File: config.mk
export PLATFORM = sky130hd
export DESIGN_NAME = can_fifo_interrupt_flags
export DESIGN_NICKNAME = d
export VERILOG_FILES = /design/src/hw/can_irq_pkg.sv /design/src/hw/sticky_flag_bank.sv /design/src/hw/can_fifo_interrupt_flags.sv
export SDC_FILE = /design/constraint.sdc
export NUM_CORES = 1
export LEC_CHECK = 0
export BUFFER_PORTS_ARGS = -buffer_cell sky130_fd_sc_hd__buf_2
export CAP_MARGIN = 0
export CORE_MARGIN = 2
export CORE_UTILIZATION = 43
export DETAILED_ROUTE_END_ITERATION = 10
export HOLD_SLACK_MARGIN = 0.05
export PLACE_DENSITY = 0.77
export SYNTH_ARGS = -nofsm -noshare
export SYNTH_HDL_FRONTEND = slang
export SYNTH_HIERARCHICAL = 1
export SYNTH_SLANG_ARGS = --single-unit
File: constraint.sdc
create_clock -name clk_sys_in -period 1.43 [get_ports clk_sys_in]
set_input_delay 0.0715 -clock clk_sys_in [delete_from_list [all_inputs] [get_ports clk_sys_in]]
set_output_delay 0.0715 -clock clk_sys_in [all_outputs]
set_load 0.005 [all_outputs]
File: src/hw/can_irq_pkg.sv
// Package: offsets, bit positions, reset values and carriers for the flags
package can_irq_pkg;

   // Register offsets on the serial register port
   localparam logic [15:0] FLAGS_OFS   = 16'h1050;
   localparam logic [15:0] ENABLE_OFS  = 16'h1054;
   localparam logic [15:0] LINESEL_OFS = 16'h1058;

   // Number of flags held by this block
   localparam int FLAG_W = 14;

   // Bit positions of the flags in the status word
   localparam int POS_TXEVQ_WM   = 13;
   localparam int POS_TXEVQ_NEW  = 12;
   localparam int POS_TXQ_EMPTY  = 11;
   localparam int POS_CANCEL     = 10;
   localparam int POS_XMIT       = 9;
   localparam int POS_HIGH_PRIO  = 8;
   localparam int POS_RXQ1_LOST  = 7;
   localparam int POS_RXQ1_FULL  = 6;
   localparam int POS_RXQ1_WM    = 5;
   localparam int POS_RXQ1_NEW   = 4;
   localparam int POS_RXQ0_LOST  = 3;
   localparam int POS_RXQ0_FULL  = 2;
   localparam int POS_RXQ0_WM    = 1;
   localparam int POS_RXQ0_NEW   = 0;

   // Reset values
   localparam logic [13:0] FLAGS_RST   = 14'h0000;
   localparam logic [13:0] ENABLE_RST  = 14'h0000;
   localparam logic [13:0] LINESEL_RST = 14'h0000;
   localparam logic [31:0] RDATA_RST   = 32'h0000_0000;

   // Flag word, bit 13 first
   typedef struct packed {
      logic txevq_watermark_flag;
      logic txevq_new_entry_flag;
      logic txq_empty_flag;
      logic cancel_done_flag;
      logic xmit_done_flag;
      logic high_prio_rx_flag;
      logic rxq1_lost_flag;
      logic rxq1_full_flag;
      logic rxq1_watermark_flag;
      logic rxq1_new_msg_flag;
      logic rxq0_lost_flag;
      logic rxq0_full_flag;
      logic rxq0_watermark_flag;
      logic rxq0_new_msg_flag;
   } flag_vec_t;

   // One register access from the serial port decoder
   typedef struct packed {
      logic        wr;
      logic        rd;
      logic [15:0] addr;
      logic [31:0] wdata;
   } reg_req_t;

endpackage

File: src/hw/sticky_flag_bank.sv
// Bank of sticky flags: hardware sets, software clears, set wins
`timescale 1ns/1ps

module sticky_flag_bank
   import can_irq_pkg::*;
#(
   parameter int          WIDTH = FLAG_W,
   parameter logic [13:0] RST   = FLAGS_RST
) (
   // Clock and reset
   input  wire logic             clk_sys_in,
   input  wire logic             rstn_in,
   // Set and clear vectors, one cycle each
   input  wire logic [WIDTH-1:0] set_in,
   input  wire logic [WIDTH-1:0] clr_in,
   // Held flags
   output logic      [WIDTH-1:0] flags_out
);

   logic [WIDTH-1:0] flags_reg;
   logic [WIDTH-1:0] flags_next;

   // A set in the clearing cycle survives, so no event is lost
   always_comb begin
      flags_next = (flags_reg & ~clr_in) | set_in;
   end

   // Flag storage
   always_ff @(posedge clk_sys_in) begin
      if (!rstn_in) begin
         flags_reg <= RST[WIDTH-1:0];
      end else begin
         flags_reg <= flags_next;
      end
   end

   assign flags_out = flags_reg;

endmodule

File: src/hw/can_fifo_interrupt_flags.sv
// Lower fourteen interrupt flags of the CAN FD controller with routing
`timescale 1ns/1ps

// Contract
// - Bit 13 set when transmit event queue fill reaches its watermark.
// - Bit 12 set whenever an element enters the transmit event queue.
// - Bit 11 set while the transmit queue holds no pending message.
// - Bit 10 set when a requested transmit cancellation has finished.
// - Bit 9 set when a frame transmission finishes successfully.
// - Bit 8 set when a high priority message is accepted.
// - Bit 7 set on a lost queue-one message or zero-size store.
// - Bit 6 set while receive queue one is full.
// - Bit 5 set when receive queue one fill reaches its watermark.
// - Bit 4 set whenever a message is written into receive queue one.
// - Bit 3 set on a lost queue-zero message or zero-size store.
// - Bit 2 set while receive queue zero is full.
// - Bit 1 set when receive queue zero fill reaches its watermark.
// - Bit 0 set whenever a message is written into receive queue zero.
// - A flag drives an interrupt line only when its enable bit is one.
// - Line-select bit zero routes to line zero, one to line one.
module can_fifo_interrupt_flags
   import can_irq_pkg::*;
#(
   parameter int LVL_W = 7
) (
   // Clock and reset
   input  wire logic             clk_sys_in,
   input  wire logic             rstn_in,
   // Register access from the serial port decoder
   input  wire reg_req_t         reg_req_in,
   output logic      [31:0]      reg_rdata_out,
   output logic                  reg_rvalid_out,
   // Transmit handler events, one-cycle pulses
   input  wire logic             txevq_write_in,
   input  wire logic             cancel_done_in,
   input  wire logic             xmit_done_in,
   // Transmit handler levels
   input  wire logic             txq_empty_in,
   input  wire logic [LVL_W-1:0] txevq_fill_in,
   input  wire logic [LVL_W-1:0] txevq_wm_in,
   // Receive handler events, one-cycle pulses, bit n for queue n
   input  wire logic             high_prio_rx_in,
   input  wire logic [1:0]       rxq_write_in,
   input  wire logic [1:0]       rxq_drop_in,
   input  wire logic [1:0]       rxq_store_try_in,
   // Receive handler levels, bit n for queue n
   input  wire logic [1:0]       rxq_zero_size_in,
   input  wire logic [1:0]       rxq_full_in,
   input  wire logic [LVL_W-1:0] rxq0_fill_in,
   input  wire logic [LVL_W-1:0] rxq0_wm_in,
   input  wire logic [LVL_W-1:0] rxq1_fill_in,
   input  wire logic [LVL_W-1:0] rxq1_wm_in,
   // Flag word and the two module interrupt lines
   output flag_vec_t             flags_out,
   output logic                  int_line0_out,
   output logic                  int_line1_out
);

   flag_vec_t   set_vec;
   logic [13:0] clr_vec;
   logic [13:0] flags_raw;
   logic [13:0] enable_reg;
   logic [13:0] linesel_reg;
   logic [13:0] active;
   logic [31:0] rdata_reg;
   logic [31:0] rdata_next;
   logic        rvalid_reg;
   logic        int0_reg;
   logic        int1_reg;
   logic        wr_flags;
   logic        wr_enable;
   logic        wr_linesel;

   // Watermark compare; a watermark of zero leaves the flag disabled
   function automatic logic wm_reached(input logic [LVL_W-1:0] fill,
                                       input logic [LVL_W-1:0] wm);
      wm_reached = (wm != '0) && (fill >= wm);
   endfunction

   // Word to 32 bits with the unused upper field reading zero
   function automatic logic [31:0] widen(input logic [13:0] v);
      widen = {18'h00000, v};
   endfunction

   // Write strobe for one register; only whole-word writes exist here
   function automatic logic wr_hit(input reg_req_t    req,
                                   input logic [15:0] ofs);
      wr_hit = req.wr && (req.addr == ofs);
   endfunction

   // A drop, or a store into a queue sized zero, loses the message
   function automatic logic lost_event(input logic drop,
                                       input logic store_try,
                                       input logic zero_size);
      lost_event = drop || (store_try && zero_size);
   endfunction

   // Any enabled flag whose select matches the wanted line
   function automatic logic line_req(input logic [13:0] act,
                                     input logic [13:0] sel);
      line_req = |(act & sel);
   endfunction

   // Address decode, one strobe per stored register
   assign wr_flags   = wr_hit(reg_req_in, FLAGS_OFS);
   assign wr_enable  = wr_hit(reg_req_in, ENABLE_OFS);
   assign wr_linesel = wr_hit(reg_req_in, LINESEL_OFS);

   // Set conditions from the handlers; level ones re-set while true
   always_comb begin
      set_vec = '0;
      set_vec.txevq_watermark_flag = wm_reached(txevq_fill_in, txevq_wm_in);
      set_vec.txevq_new_entry_flag = txevq_write_in;
      set_vec.txq_empty_flag = txq_empty_in;
      set_vec.cancel_done_flag = cancel_done_in;
      set_vec.xmit_done_flag = xmit_done_in;
      set_vec.high_prio_rx_flag = high_prio_rx_in;
      // queue one lost, zero-size store included
      set_vec.rxq1_lost_flag = lost_event(rxq_drop_in[1], rxq_store_try_in[1],
                                          rxq_zero_size_in[1]);
      set_vec.rxq1_full_flag = rxq_full_in[1];
      set_vec.rxq1_watermark_flag = wm_reached(rxq1_fill_in, rxq1_wm_in);
      set_vec.rxq1_new_msg_flag = rxq_write_in[1];
      // queue zero lost, zero-size store included
      set_vec.rxq0_lost_flag = lost_event(rxq_drop_in[0], rxq_store_try_in[0],
                                          rxq_zero_size_in[0]);
      set_vec.rxq0_full_flag = rxq_full_in[0];
      set_vec.rxq0_watermark_flag = wm_reached(rxq0_fill_in, rxq0_wm_in);
      set_vec.rxq0_new_msg_flag = rxq_write_in[0];
   end

   assign clr_vec = wr_flags ? reg_req_in.wdata[13:0] : 14'h0000;

   // Sticky storage; a level condition still true re-sets at once,
   // so a cleared level flag reads zero only once it has gone away
   sticky_flag_bank #(
      .WIDTH (FLAG_W),
      .RST   (FLAGS_RST)
   ) u_flags (
      .clk_sys_in (clk_sys_in),
      .rstn_in    (rstn_in),
      .set_in     (set_vec),
      .clr_in     (clr_vec),
      .flags_out  (flags_raw)
   );

   assign flags_out = flag_vec_t'(flags_raw);

   // Interrupt enable register
   // Only bits 13:0 are kept; upper enables belong to other flags
   always_ff @(posedge clk_sys_in) begin
      if (!rstn_in) begin
         enable_reg <= ENABLE_RST;
      end else if (wr_enable) begin
         enable_reg <= reg_req_in.wdata[13:0];
      end
   end

   // Interrupt line select register
   // A change of select moves a pending line at the next edge
   always_ff @(posedge clk_sys_in) begin
      if (!rstn_in) begin
         linesel_reg <= LINESEL_RST;
      end else if (wr_linesel) begin
         linesel_reg <= reg_req_in.wdata[13:0];
      end
   end

   // only enabled flags can raise a line
   assign active = flags_raw & enable_reg;

   // Line outputs come from flops, one cycle behind the flags
   always_ff @(posedge clk_sys_in) begin
      if (!rstn_in) begin
         int0_reg <= 1'b0;
         int1_reg <= 1'b0;
      end else begin
         // select zero feeds line zero, one feeds line one
         int0_reg <= line_req(active, ~linesel_reg);
         int1_reg <= line_req(active, linesel_reg);
      end
   end

   assign int_line0_out = int0_reg;
   assign int_line1_out = int1_reg;

   // Read mux; unmapped offsets read zero rather than stalling
   always_comb begin
      case (reg_req_in.addr)
         FLAGS_OFS:   rdata_next = widen(flags_raw);
         ENABLE_OFS:  rdata_next = widen(enable_reg);
         LINESEL_OFS: rdata_next = widen(linesel_reg);
         default:     rdata_next = RDATA_RST;
      endcase
   end

   // Read data is captured on the request edge and held until the next
   always_ff @(posedge clk_sys_in) begin
      if (!rstn_in) begin
         rdata_reg  <= RDATA_RST;
         rvalid_reg <= 1'b0;
      end else begin
         rvalid_reg <= reg_req_in.rd;
         if (reg_req_in.rd) begin
            rdata_reg <= rdata_next;
         end
      end
   end

   assign reg_rdata_out  = rdata_reg;
   assign reg_rvalid_out = rvalid_reg;

endmodule

### Yosys cells after proc, flatten, opt, wreduce, memory -nomap -nowiden

Cells that the tools add are included.
Widths: inputs -> output; s select.

| cells by class | value |
|---|---|
| $add $sub $neg | 0 |
| multiply operators | 0 |
| div/mod/pow operators | 0 |
| $lt $le $gt $ge | 3 |
| equal/unequal tests | 3 |
| shift operators | 0 |
| muxes and demuxes | 2 |
| bitwise gates (word level) | 7 |
| reductions and logical operators | 15 |

Operator list:

| operator | number |
|---|---|
| $and 14x14->14 | 4 |
| $eq 16x13->1 const B | 3 |
| $pmux 14 s3 | 1 |
| $not 14->14 | 2 |
| $reduce_or 14->1 | 2 |
| $ge 7x7->1 | 3 |
| $reduce_bool 7->1 | 3 |
| $mux 14 | 1 |
| $or 14x14->14 | 1 |
| $logic_and 1x1->1 | 8 |
| $logic_or 1x1->1 | 2 |

| word-level totals | value |
|---|---|
| register bits | 77 |
| latch bits | 0 |
| RAM bits | 0 |
| memory bits (read-only) | 0 |
| output and inout bits | 49 |
| logic and storage cells | 37 |
| memories kept | 0 |

### Longest topological paths before layout

Gate-level depths: netlist of run 1.

| depth | value |
|---|---|
| depth after elaboration | 6 |
| gate-level depth with buffers | 7 |
| mapped depth without buffers | 7 |

### Modules after synthesis

The synthesis of run 1 kept the hierarchy.

Modules (own cells, without submodules):

| module | instances | cells each | area each (um^2) | seq. area each (um^2) |
|---|---|---|---|---|
| can_fifo_interrupt_flags | 1 | 356 | 2980.4 | 900.9 |
| sticky_flag_bank | 1 | 43 | 484.2 | 280.3 |

### Worst setup path after synthesis of run 1

No wires, ideal clock.

| path | value |
|---|---|
| path kind | input -> register |
| from | in reg_req_in[41] (netlist name) |
| to | reg u_flags.flags_reg[10], in the netlist u_flags/flags_out[10] |
| setup time | 0.115 ns |
| arrival | 1.278 ns |
| data required time | 1.315 ns |
| setup slack | 0.038 ns |
| stages on the path | 7 |
| buffers on the path | 1 |
| path through | nor4_4 -> nand4_2 -> nor3_2 -> clkbuf_1 -> and2_1 -> nor2b_1 -> o21a_1 |

| on the way | value |
|---|---|
| word-level cells in the longest chain between the ends | 6 |

Ends and longest elaborated chain:

| element | RTL line | text |
|---|---|---|
| start, declared | can_fifo_interrupt_flags.sv:30 | `input wire reg_req_t reg_req_in,` |
| $eq 16x13->1 | can_fifo_interrupt_flags.sv:88 | `wr_hit = req.wr && (req.addr == ofs);` |
| $logic_and 1x1->1 | can_fifo_interrupt_flags.sv:88 |  |
| $mux 14 | can_fifo_interrupt_flags.sv:132 | `assign clr_vec = wr_flags ? reg_req_in.wdata[13:0] : 14'h0000;` |
| via clr_vec[10] | can_fifo_interrupt_flags.sv:60 | `logic [13:0] clr_vec;` |
| $not 14->14 | sticky_flag_bank.sv:25 | `flags_next = (flags_reg & ~clr_in) \| set_in;` |
| $and 14x14->14 | sticky_flag_bank.sv:25 |  |
| $or 14x14->14 | sticky_flag_bank.sv:25 |  |
| end signal, assigned | sticky_flag_bank.sv:31 | `flags_reg <= RST[WIDTH-1:0];` |
| end signal, assigned | sticky_flag_bank.sv:33 | `flags_reg <= flags_next;` |
| end, declared | sticky_flag_bank.sv:20 | `logic [WIDTH-1:0] flags_reg;` |

The timed path passes the listed nets, and every way through them passes these cells.
A chain may end at the register's enable or synchronous reset.

==> qor.yml, run 1 <==
timing:
  skew_ps: 5.61
  slew_viol_final: 0
  fmax_ghz: 0.742
  hold_viol: 0
  rsz0062_at_grt: "false"
  layout_min_cycle_time_ps: 1350
  slew_headroom_pct: 45.4
  fin_crit_sh_pct: 94.3
  worstMarginPinSlew_ps: 815
  finalSetupViolCount: 0
synth:
  synthAdderAreaFrac_pct: 7.58
  synth_xor_area_share_pct: 0
  async_reset_ff_share_pct: 0
  synth_top_family_by_area: "simple AND/OR/NAND/NOR gates"
  synth-edff-count: 0
  ys_ff_latch: 59
  ys_seq_area_share_pct: 34.1
  synth_compound_area_share_pct: 15.1
  synthDistinctLibCells: 38
  yosys-top-cells-area: "dfxtp_1 (34%), mux2i_1 (12%), nand2_1 (7.9%)"
  yosysTopAreaCell: "dfxtp_1"
  synthSimpleGateAreaFrac_pct: 22.0
  synth_commonest_cells: "nand2_1 (73), dfxtp_1 (59), mux2i_1 (42), inv_1 (22), ha_1 (21)"
  synthFlopType: "dfxtp_1"
  postSynthCellCount: 399
  synth_area_um2: 3460
  synthMuxAreaShare_pct: 12.1
  yosys_warnings: 6
  avgSynthCellArea_um2: 8.68
  synthMostInstantiatedCell: "nand2_1"
  yosys.area.top_type_share_pct: 34.1
grt:
  grt_antenna_before_repair: 0
  grt_overflow_total: 0
  first_global_vias: 3256
  grt_max_degree: 45
  grt_usage_pct: 21.0
  grt_first_pass_wirelength_um: 14600
worst_setup_path:
  slowest_stage: "dlygate4sd3_1"
  crit_chain: "dlygate4sd3_1 > buf_2 > a21o_1 > dlygate4sd3_1 > o21a_1"
  cp_max_fo: 1
  critPathKind: "in -> reg"
  start_kind: "primary input"
  critPathBufInv: 3
  critPathTopFamily: "buffers and inverters"
  r2r_start: "u_flags/flags_out[2]"
  worstPathArrival_ps: 1580
  worstPathRequired_ps: 1670
  crit_top_cell: "dlygate4sd3_1"
  slowest_delay_ps: 550
  worstSetupEndpointType: "flop"
  startpoint: "rxq_drop_in[0]"
drt:
  vias: 3323
  first_pass_iters: 5
  drt_wl_total_um: 8880
  vias_per_cell: 5.03
  drt_iter0_markers: 212
  route.detailed.drc: 0
  antenna_left: 0
  wire_per_inst_um: 13.5
finish:
  syn_to_final_growth_pct: 34.7
  stdcell_count: 660
  drive_above_1_share_pct: 28.0
  nets: 683
  antennaDiodeCount: 0
  design_area_um2: 4670
  final_util_pct: 60.1
floorplanning:
  dieWidth_um: 93.8
  die_y_um: 93.8
  dieArea_um2: 8790
  initial_utilization_pct: 44.6
  rows: 32
  io_pins: 158
  coreArea_um2: 7770
placement:
  gp_congestion: 0.856
  hpwlAfterDp_um: 6810
  port_buffers: 121
  dp.cells: 617
  placed_area_um2: 4160
clocking:
  tritoncts: "yes"
  cts_buffer_depth: 2
  numCtsBuffers: 9
  clock-sinks: 59
  clk-insertion-delay-late_ps: 340
  cts.reportedPaths.clkPinSlew_ps: 60
  htree_levels: 3
  cts_setup_buffers: 0
  cts-root-buf: "clkbuf_8"
power:
  power.internal_mw: 3.18
  swShare_pct: 23.0
  p_switching_uw: 953
  power.leakage_nw: 2.19
  comb_power_share_pct: 13.8
  power_density_nw_per_um2: 886
  power_mw: 4.14
  clock_power_share_pct: 44.6
  ir_drop_mv: 0.357
  power_frac_seq_pct: 41.6
worst_hold_path:
  hold_path.class: "in -> reg"
  worstHoldStart: "reg_req_in[3]"
run:
  maxCapViolations: 0
run_status:
  status: "finished clean"
[metrics by stage]
| step | hold WS (ps) | setup slack [ps] | TNS, ps |
|---|---|---|---|
| floorplan | 189 | 37.6 | 0 |
| global route | 90.8 | 4.29 | 0 |
| CTS | 53.6 | 96.3 | 0 |
| global placement | 279 | -38.9 | -723 |
| finish | 67.2 | 82.0 | 0 |
| detailed placement | 284 | -133 | -2160 |
[path summary, 6_finish.rpt]
check | to | slack, ps | cells past startpoint
setup / recovery | u_flags/flags_out[3] | 80 | 5
hold / removal | linesel_reg[3] | 70 | 3
setup reg to reg | int_line1_out | 340 | 3
hold reg to reg | reg_rdata_out[11] | 480 | 1
[layout make-up]
class                   count  area (um^2)
clock inverters             5          100
well taps                 102          128
repair buffers            161          998
inverters                  22         82.6
clock buffers              11          141
flip-flops and latches     59         1180
fillers                   702         3100
multi-input cells         300         2040
[worst min-delay path: stages]
cell     delay (ps)
buf_2           110
nand2_1         100
mux2i_1          80
[logic make-up after synthesis]
family                     Yosys count
AOI/OAI and AO/OA                   75
adders and majority gates           21
buffers and inverters               57
DFF                                 59
muxes                               42
other                                1
and+or+nand+nor                    144
[routing by layer]
metal | global-route usage (%) | vias to the layer above | wire (um)
li1 | - | 1658 | -
met1 | 24.8 | 1505 | 3740
met2 | 37.3 | 139 | 4330
met3 | 3.05 | 21 | 600
met4 | 9.30 | 0 | 221
met5 | 0 | - | 0
[power groups by stage]
stage	combinational (mW)	clock (mW)	sequential, mW
2_1_floorplan	0.297	0	1.75
3_3_place_gp	0.486	0	1.75
3_5_place_dp	0.509	0	1.76
4_1_cts	0.569	1.88	1.72
5_1_grt	0.643	1.93	1.73
6_report	0.570	1.85	1.72
[placed cells by master, fill, tap and decap left out, types with 5 or more instances in the layout]
| cell | count |
|---|---|
| inv_1 | 22 |
| a21o_1 | 5 |
| o21a_1 | 17 |
| nor2b_1 | 16 |
| conb_1 | 18 |
| buf_4 | 11 |
| dlygate4sd3_1 | 27 |
| and2_1 | 15 |
| o22ai_1 | 7 |
| a21oi_1 | 5 |
| ha_1 | 21 |
| nand3_1 | 12 |
| a22o_1 | 14 |
| clkbuf_8 | 10 |
| dfxtp_1 | 59 |
| o21ai_0 | 17 |
| nand2_1 | 73 |
| buf_2 | 121 |
| nor2_1 | 7 |
| mux2i_1 | 42 |
[repair_timing]
action	4_1_cts	5_1_grt
endpoints found under the hold margin	38	0
resized for setup	0	0
endpoints found under the setup margin	0	0
hold buffers	27	0
Power figures use the tool's default switching activity.
==> inputs of run 2 (changes only) <==
--- a/config.mk
+++ b/config.mk
@@ -8,11 +8,9 @@
 export BUFFER_PORTS_ARGS = -buffer_cell sky130_fd_sc_hd__buf_2
 export CAP_MARGIN = 0
 export CORE_MARGIN = 2
-export CORE_UTILIZATION = 43
+export CORE_UTILIZATION = 25
 export DETAILED_ROUTE_END_ITERATION = 10
 export HOLD_SLACK_MARGIN = 0.05
-export PLACE_DENSITY = 0.77
 export SYNTH_ARGS = -nofsm -noshare
 export SYNTH_HDL_FRONTEND = slang
-export SYNTH_HIERARCHICAL = 1
 export SYNTH_SLANG_ARGS = --single-unit
==> run 2 against run 1 <==
Utilization down 24 points. Clock power grew 14%. Clock skew shrank 0.69 ps. First-iteration DRC count rose by 7.5%. Critical path type unchanged. Critical endpoint is now u_flags.flags_out[5].
==> qor.yml, run 2 <==
run_status:
  status: "finished clean"  # unchanged
finish:
  final_cell_mix: "buf_2 (121), nand2_1 (72), dfxtp_1 (59), mux2i_1 (42), inv_1 (33)"  # was buf_2 (121), nand2_1 (73), dfxtp_1 (59), mux2i_1 (42), dlygate4sd3_1 (27)
  antennaDiodeCount: 0  # unchanged
  design_area_um2: 4730  # was 4670 um^2
  drive_above_1_share_pct: 28.7  # was 28.0%
  fillers: 1391  # was 702
  syn_to_final_growth_pct: 40.0  # was 34.7%
  nets: 685  # was 683
  stdcell_count: 736  # was 660
  final_common_cell: "buf_2"  # unchanged
worst_setup_path:
  crit_chain: "buf_2 > inv_1 > ha_1 > nand2b_1 > a2111oi_0 > o31ai_1 > a32o_1"  # was dlygate4sd3_1 > buf_2 > a21o_1 > dlygate4sd3_1 > o21a_1
  r2r_setup_slack_ps: 360  # was 340 ps
  reg2regPathDepth: 4  # was 3
  critPathKind: "in -> reg"  # unchanged
  startpoint: "rxq1_fill_in[0]"  # was rxq_drop_in[0]
  r2r_start: "u_flags.flags_out[5]"  # was u_flags/flags_out[2]
  critPathTopFamily: "compound AO/OA/AOI/OAI gates"  # was buffers and inverters
  slowest_delay_ps: 520  # was 550 ps
  worstSetupEndpointType: "flop"  # unchanged
  slowest_stage: "a2111oi_0"  # was dlygate4sd3_1
  start_kind: "primary input"  # unchanged
  worstPathArrival_ps: 1460  # was 1580 ps
  cp_max_fo: 1  # unchanged
  critPathBufInv: 2  # was 3
  worstPathRequired_ps: 1650  # was 1670 ps
  r2r-end: "int_line0_out"  # was int_line1_out
timing:
  layout_min_cycle_time_ps: 1250  # was 1350 ps
  slew_headroom_pct: 63.5  # was 45.4%
  skew_ps: 4.92  # was 5.61 ps
  fin_crit_sh_pct: 87.2  # was 94.3%
  layout_setup_ws_ps: 183  # was 82.0 ps
  rsz0062_at_grt: "false"  # unchanged
  slew_viol_final: 0  # unchanged
  finalSetupViolCount: 0  # unchanged
  hold_viol: 0  # unchanged
  fmax_ghz: 0.802  # was 0.742 GHz
  worstMarginPinSlew_ps: 546  # was 815 ps
synth:
  yosys_warnings: 0  # was 6
  async_reset_ff_share_pct: 0  # unchanged
  ys_seq_area_share_pct: 34.9  # was 34.1%
  synth-edff-count: 0  # unchanged
  avgSynthCellArea_um2: 8.50  # was 8.68 um^2
  yosys.area.top_type_share_pct: 34.9  # was 34.1%
  synthMostInstantiatedCell: "nand2_1"  # unchanged
  synthDistinctLibCells: 39  # was 38
  synth_commonest_cells: "nand2_1 (72), dfxtp_1 (59), mux2i_1 (42), inv_1 (33), o21ai_0 (23)"  # was nand2_1 (73), dfxtp_1 (59), mux2i_1 (42), inv_1 (22), ha_1 (21)
  ys_ff_latch: 59  # unchanged
  postSynthCellCount: 398  # was 399
  yosys-top-cells-area: "dfxtp_1 (35%), mux2i_1 (12%), nand2_1 (8.0%)"  # was dfxtp_1 (34%), mux2i_1 (12%), nand2_1 (7.9%)
  synthFlopType: "dfxtp_1"  # unchanged
  synth_area_um2: 3380  # was 3460 um^2
  yosysTopAreaCell: "dfxtp_1"  # unchanged
floorplanning:
  io_pins: 158  # unchanged
  initial_utilization_pct: 25.5  # was 44.6%
  dieArea_um2: 14500  # was 8790 um^2
  rows: 42  # was 32
  die_y_um: 120  # was 93.8 um
  dieWidth_um: 120  # was 93.8 um
  coreArea_um2: 13200  # was 7770 um^2
clocking:
  cts.reportedPaths.clkPinSlew_ps: 50  # was 60 ps
  tritoncts: "yes"  # unchanged
  clk-insertion-delay-late_ps: 320  # was 340 ps
  clock-sinks: 59  # unchanged
  cts_buffer_depth: 2  # unchanged
  htree_levels: 3  # unchanged
  cts_setup_buffers: 0  # unchanged
  cts-root-buf: "clkbuf_16"  # was clkbuf_8
  numCtsBuffers: 9  # unchanged
drt:
  route.detailed.drc: 0  # unchanged
  vias: 3334  # was 3323
  drt_iter0_markers: 228  # was 212
  antenna_left: 0  # unchanged
  drt_wl_total_um: 9870  # was 8880 um
  wire_per_inst_um: 13.4  # was 13.5 um
  first_pass_iters: 4  # was 5
  vias_per_cell: 4.53  # was 5.03
grt:
  grt_overflow_total: 0  # unchanged
  grt_usage_pct: 13.8  # was 21.0%
  grt_max_degree: 32  # was 45
  grt_antenna_before_repair: 0  # unchanged
  grt_first_pass_wirelength_um: 15900  # was 14600 um
  first_global_vias: 3347  # was 3256
placement:
  dp.cells: 694  # was 617
  pre_cts_slack_ps: -130  # was -133 ps
  port_buffers: 121  # unchanged
  gp_congestion: 0.827  # was 0.856
  placed_area_um2: 4180  # was 4160 um^2
  hpwlAfterDp_um: 7860  # was 6810 um
power:
  power_density_nw_per_um2: 931  # was 886 nW/um^2
  power_mw: 4.41  # was 4.14 mW
  ir_drop_mv: 0.517  # was 0.357 mV
  power.leakage_nw: 2.19  # about the same
worst_hold_path:
  min_path_cells: 3  # unchanged
  holdPathEnd: "enable_reg[7]"  # was linesel_reg[3]
  worstHoldStart: "reg_req_in[7]"  # was reg_req_in[3]
  hold_path.class: "in -> reg"  # unchanged
run:
  maxCapViolations: 0  # unchanged
==> run 2: cell count changes in the layout (fill, tap and decap cells not counted), moves of 4 or more <==
cell,before,now
clkbuf_16,0,9
o21ai_0,17,23
buf_4,11,18
inv_1,22,33
a21oi_1,5,9
nand3_1,12,18
nor2b_1,16,1
clkbuf_8,10,1
a41oi_1,2,11
and2_1,15,2
o21a_1,17,3
==> run 2: cells by family (layout without fill, tap and decap cells) <==
logic type,count (synthesis),in the layout,share of synthesized area [%]
and+or+nand+nor,122,122,16.6
AOI/OAI and AO/OA,83,83,17.1
buffers and inverters,70,215,11.1
DFF,59,59,34.9
muxes,42,42,12.4
adders and majority gates,21,21,7.77
other,1,18,0.111
==> run 2: timing repair <==
item                       4_1_cts  5_1_grt
hold endpoints to repair        26        0
setup endpoints to repair        0       14
resized for setup                0        1
hold buffers                    26        0
==> run 2: worst min-delay path: stages <==
cell and delay (ps):
buf_2 120, nand2_1 70, mux2i_1 60
==> run 2: through the flow <==
step | TNS [ps] | hold slack [ps] | util [%]
CTS | 0 | 55.7 | 35.7
global placement | -1530 | 293 | 31.5
global route | 0 | 71.6 | 35.8
floorplan | 0 | 193 | -
finish | 0 | 57.5 | 35.8
detailed placement | -3080 | 295 | 31.5
==> run 2: how the worst max path moves through the flow <==
stage | slack, ps | cells after the start | end
floorplan | 100 | 7 | linesel_reg[10]
global placement | -80 | 6 | enable_reg[3]
detailed placement | -130 | 6 | enable_reg[8]
CTS | 60 | 4 | reg_rdata_out[6]
global route | 50 | 7 | u_flags.flags_out[5]
finish | 180 | 7 | u_flags.flags_out[5]
==> run 2: routing by layer <==
metal / vias up / wire length, um / track usage [%]
met5: - / 0 / 0
met4: 0 / 143 / 4.94
met3: 13 / 456 / 2.74
met2: 91 / 4740 / 23.5
met1: 1531 / 4520 / 17.3
li1: 1699 / - / -
==> run 2: power breakdown <==
part	switching (mW)	total, mW	internal, mW
logic	0.277	0.573	0.296
clock network	0.718	2.10	1.38
registers	0.0489	1.73	1.68
total	1.04	4.41	3.36
==> run 2: layout make-up <==
type,count,area (um^2),share of cell area [%]
multi-input combinational,286,1890,40.0
sequential,59,1180,24.9
timing repair buffer,166,1020,21.6
clock buffer,11,243,5.13
tap,176,220,4.65
inverter,33,124,2.62
clock inverter,5,52.6,1.11
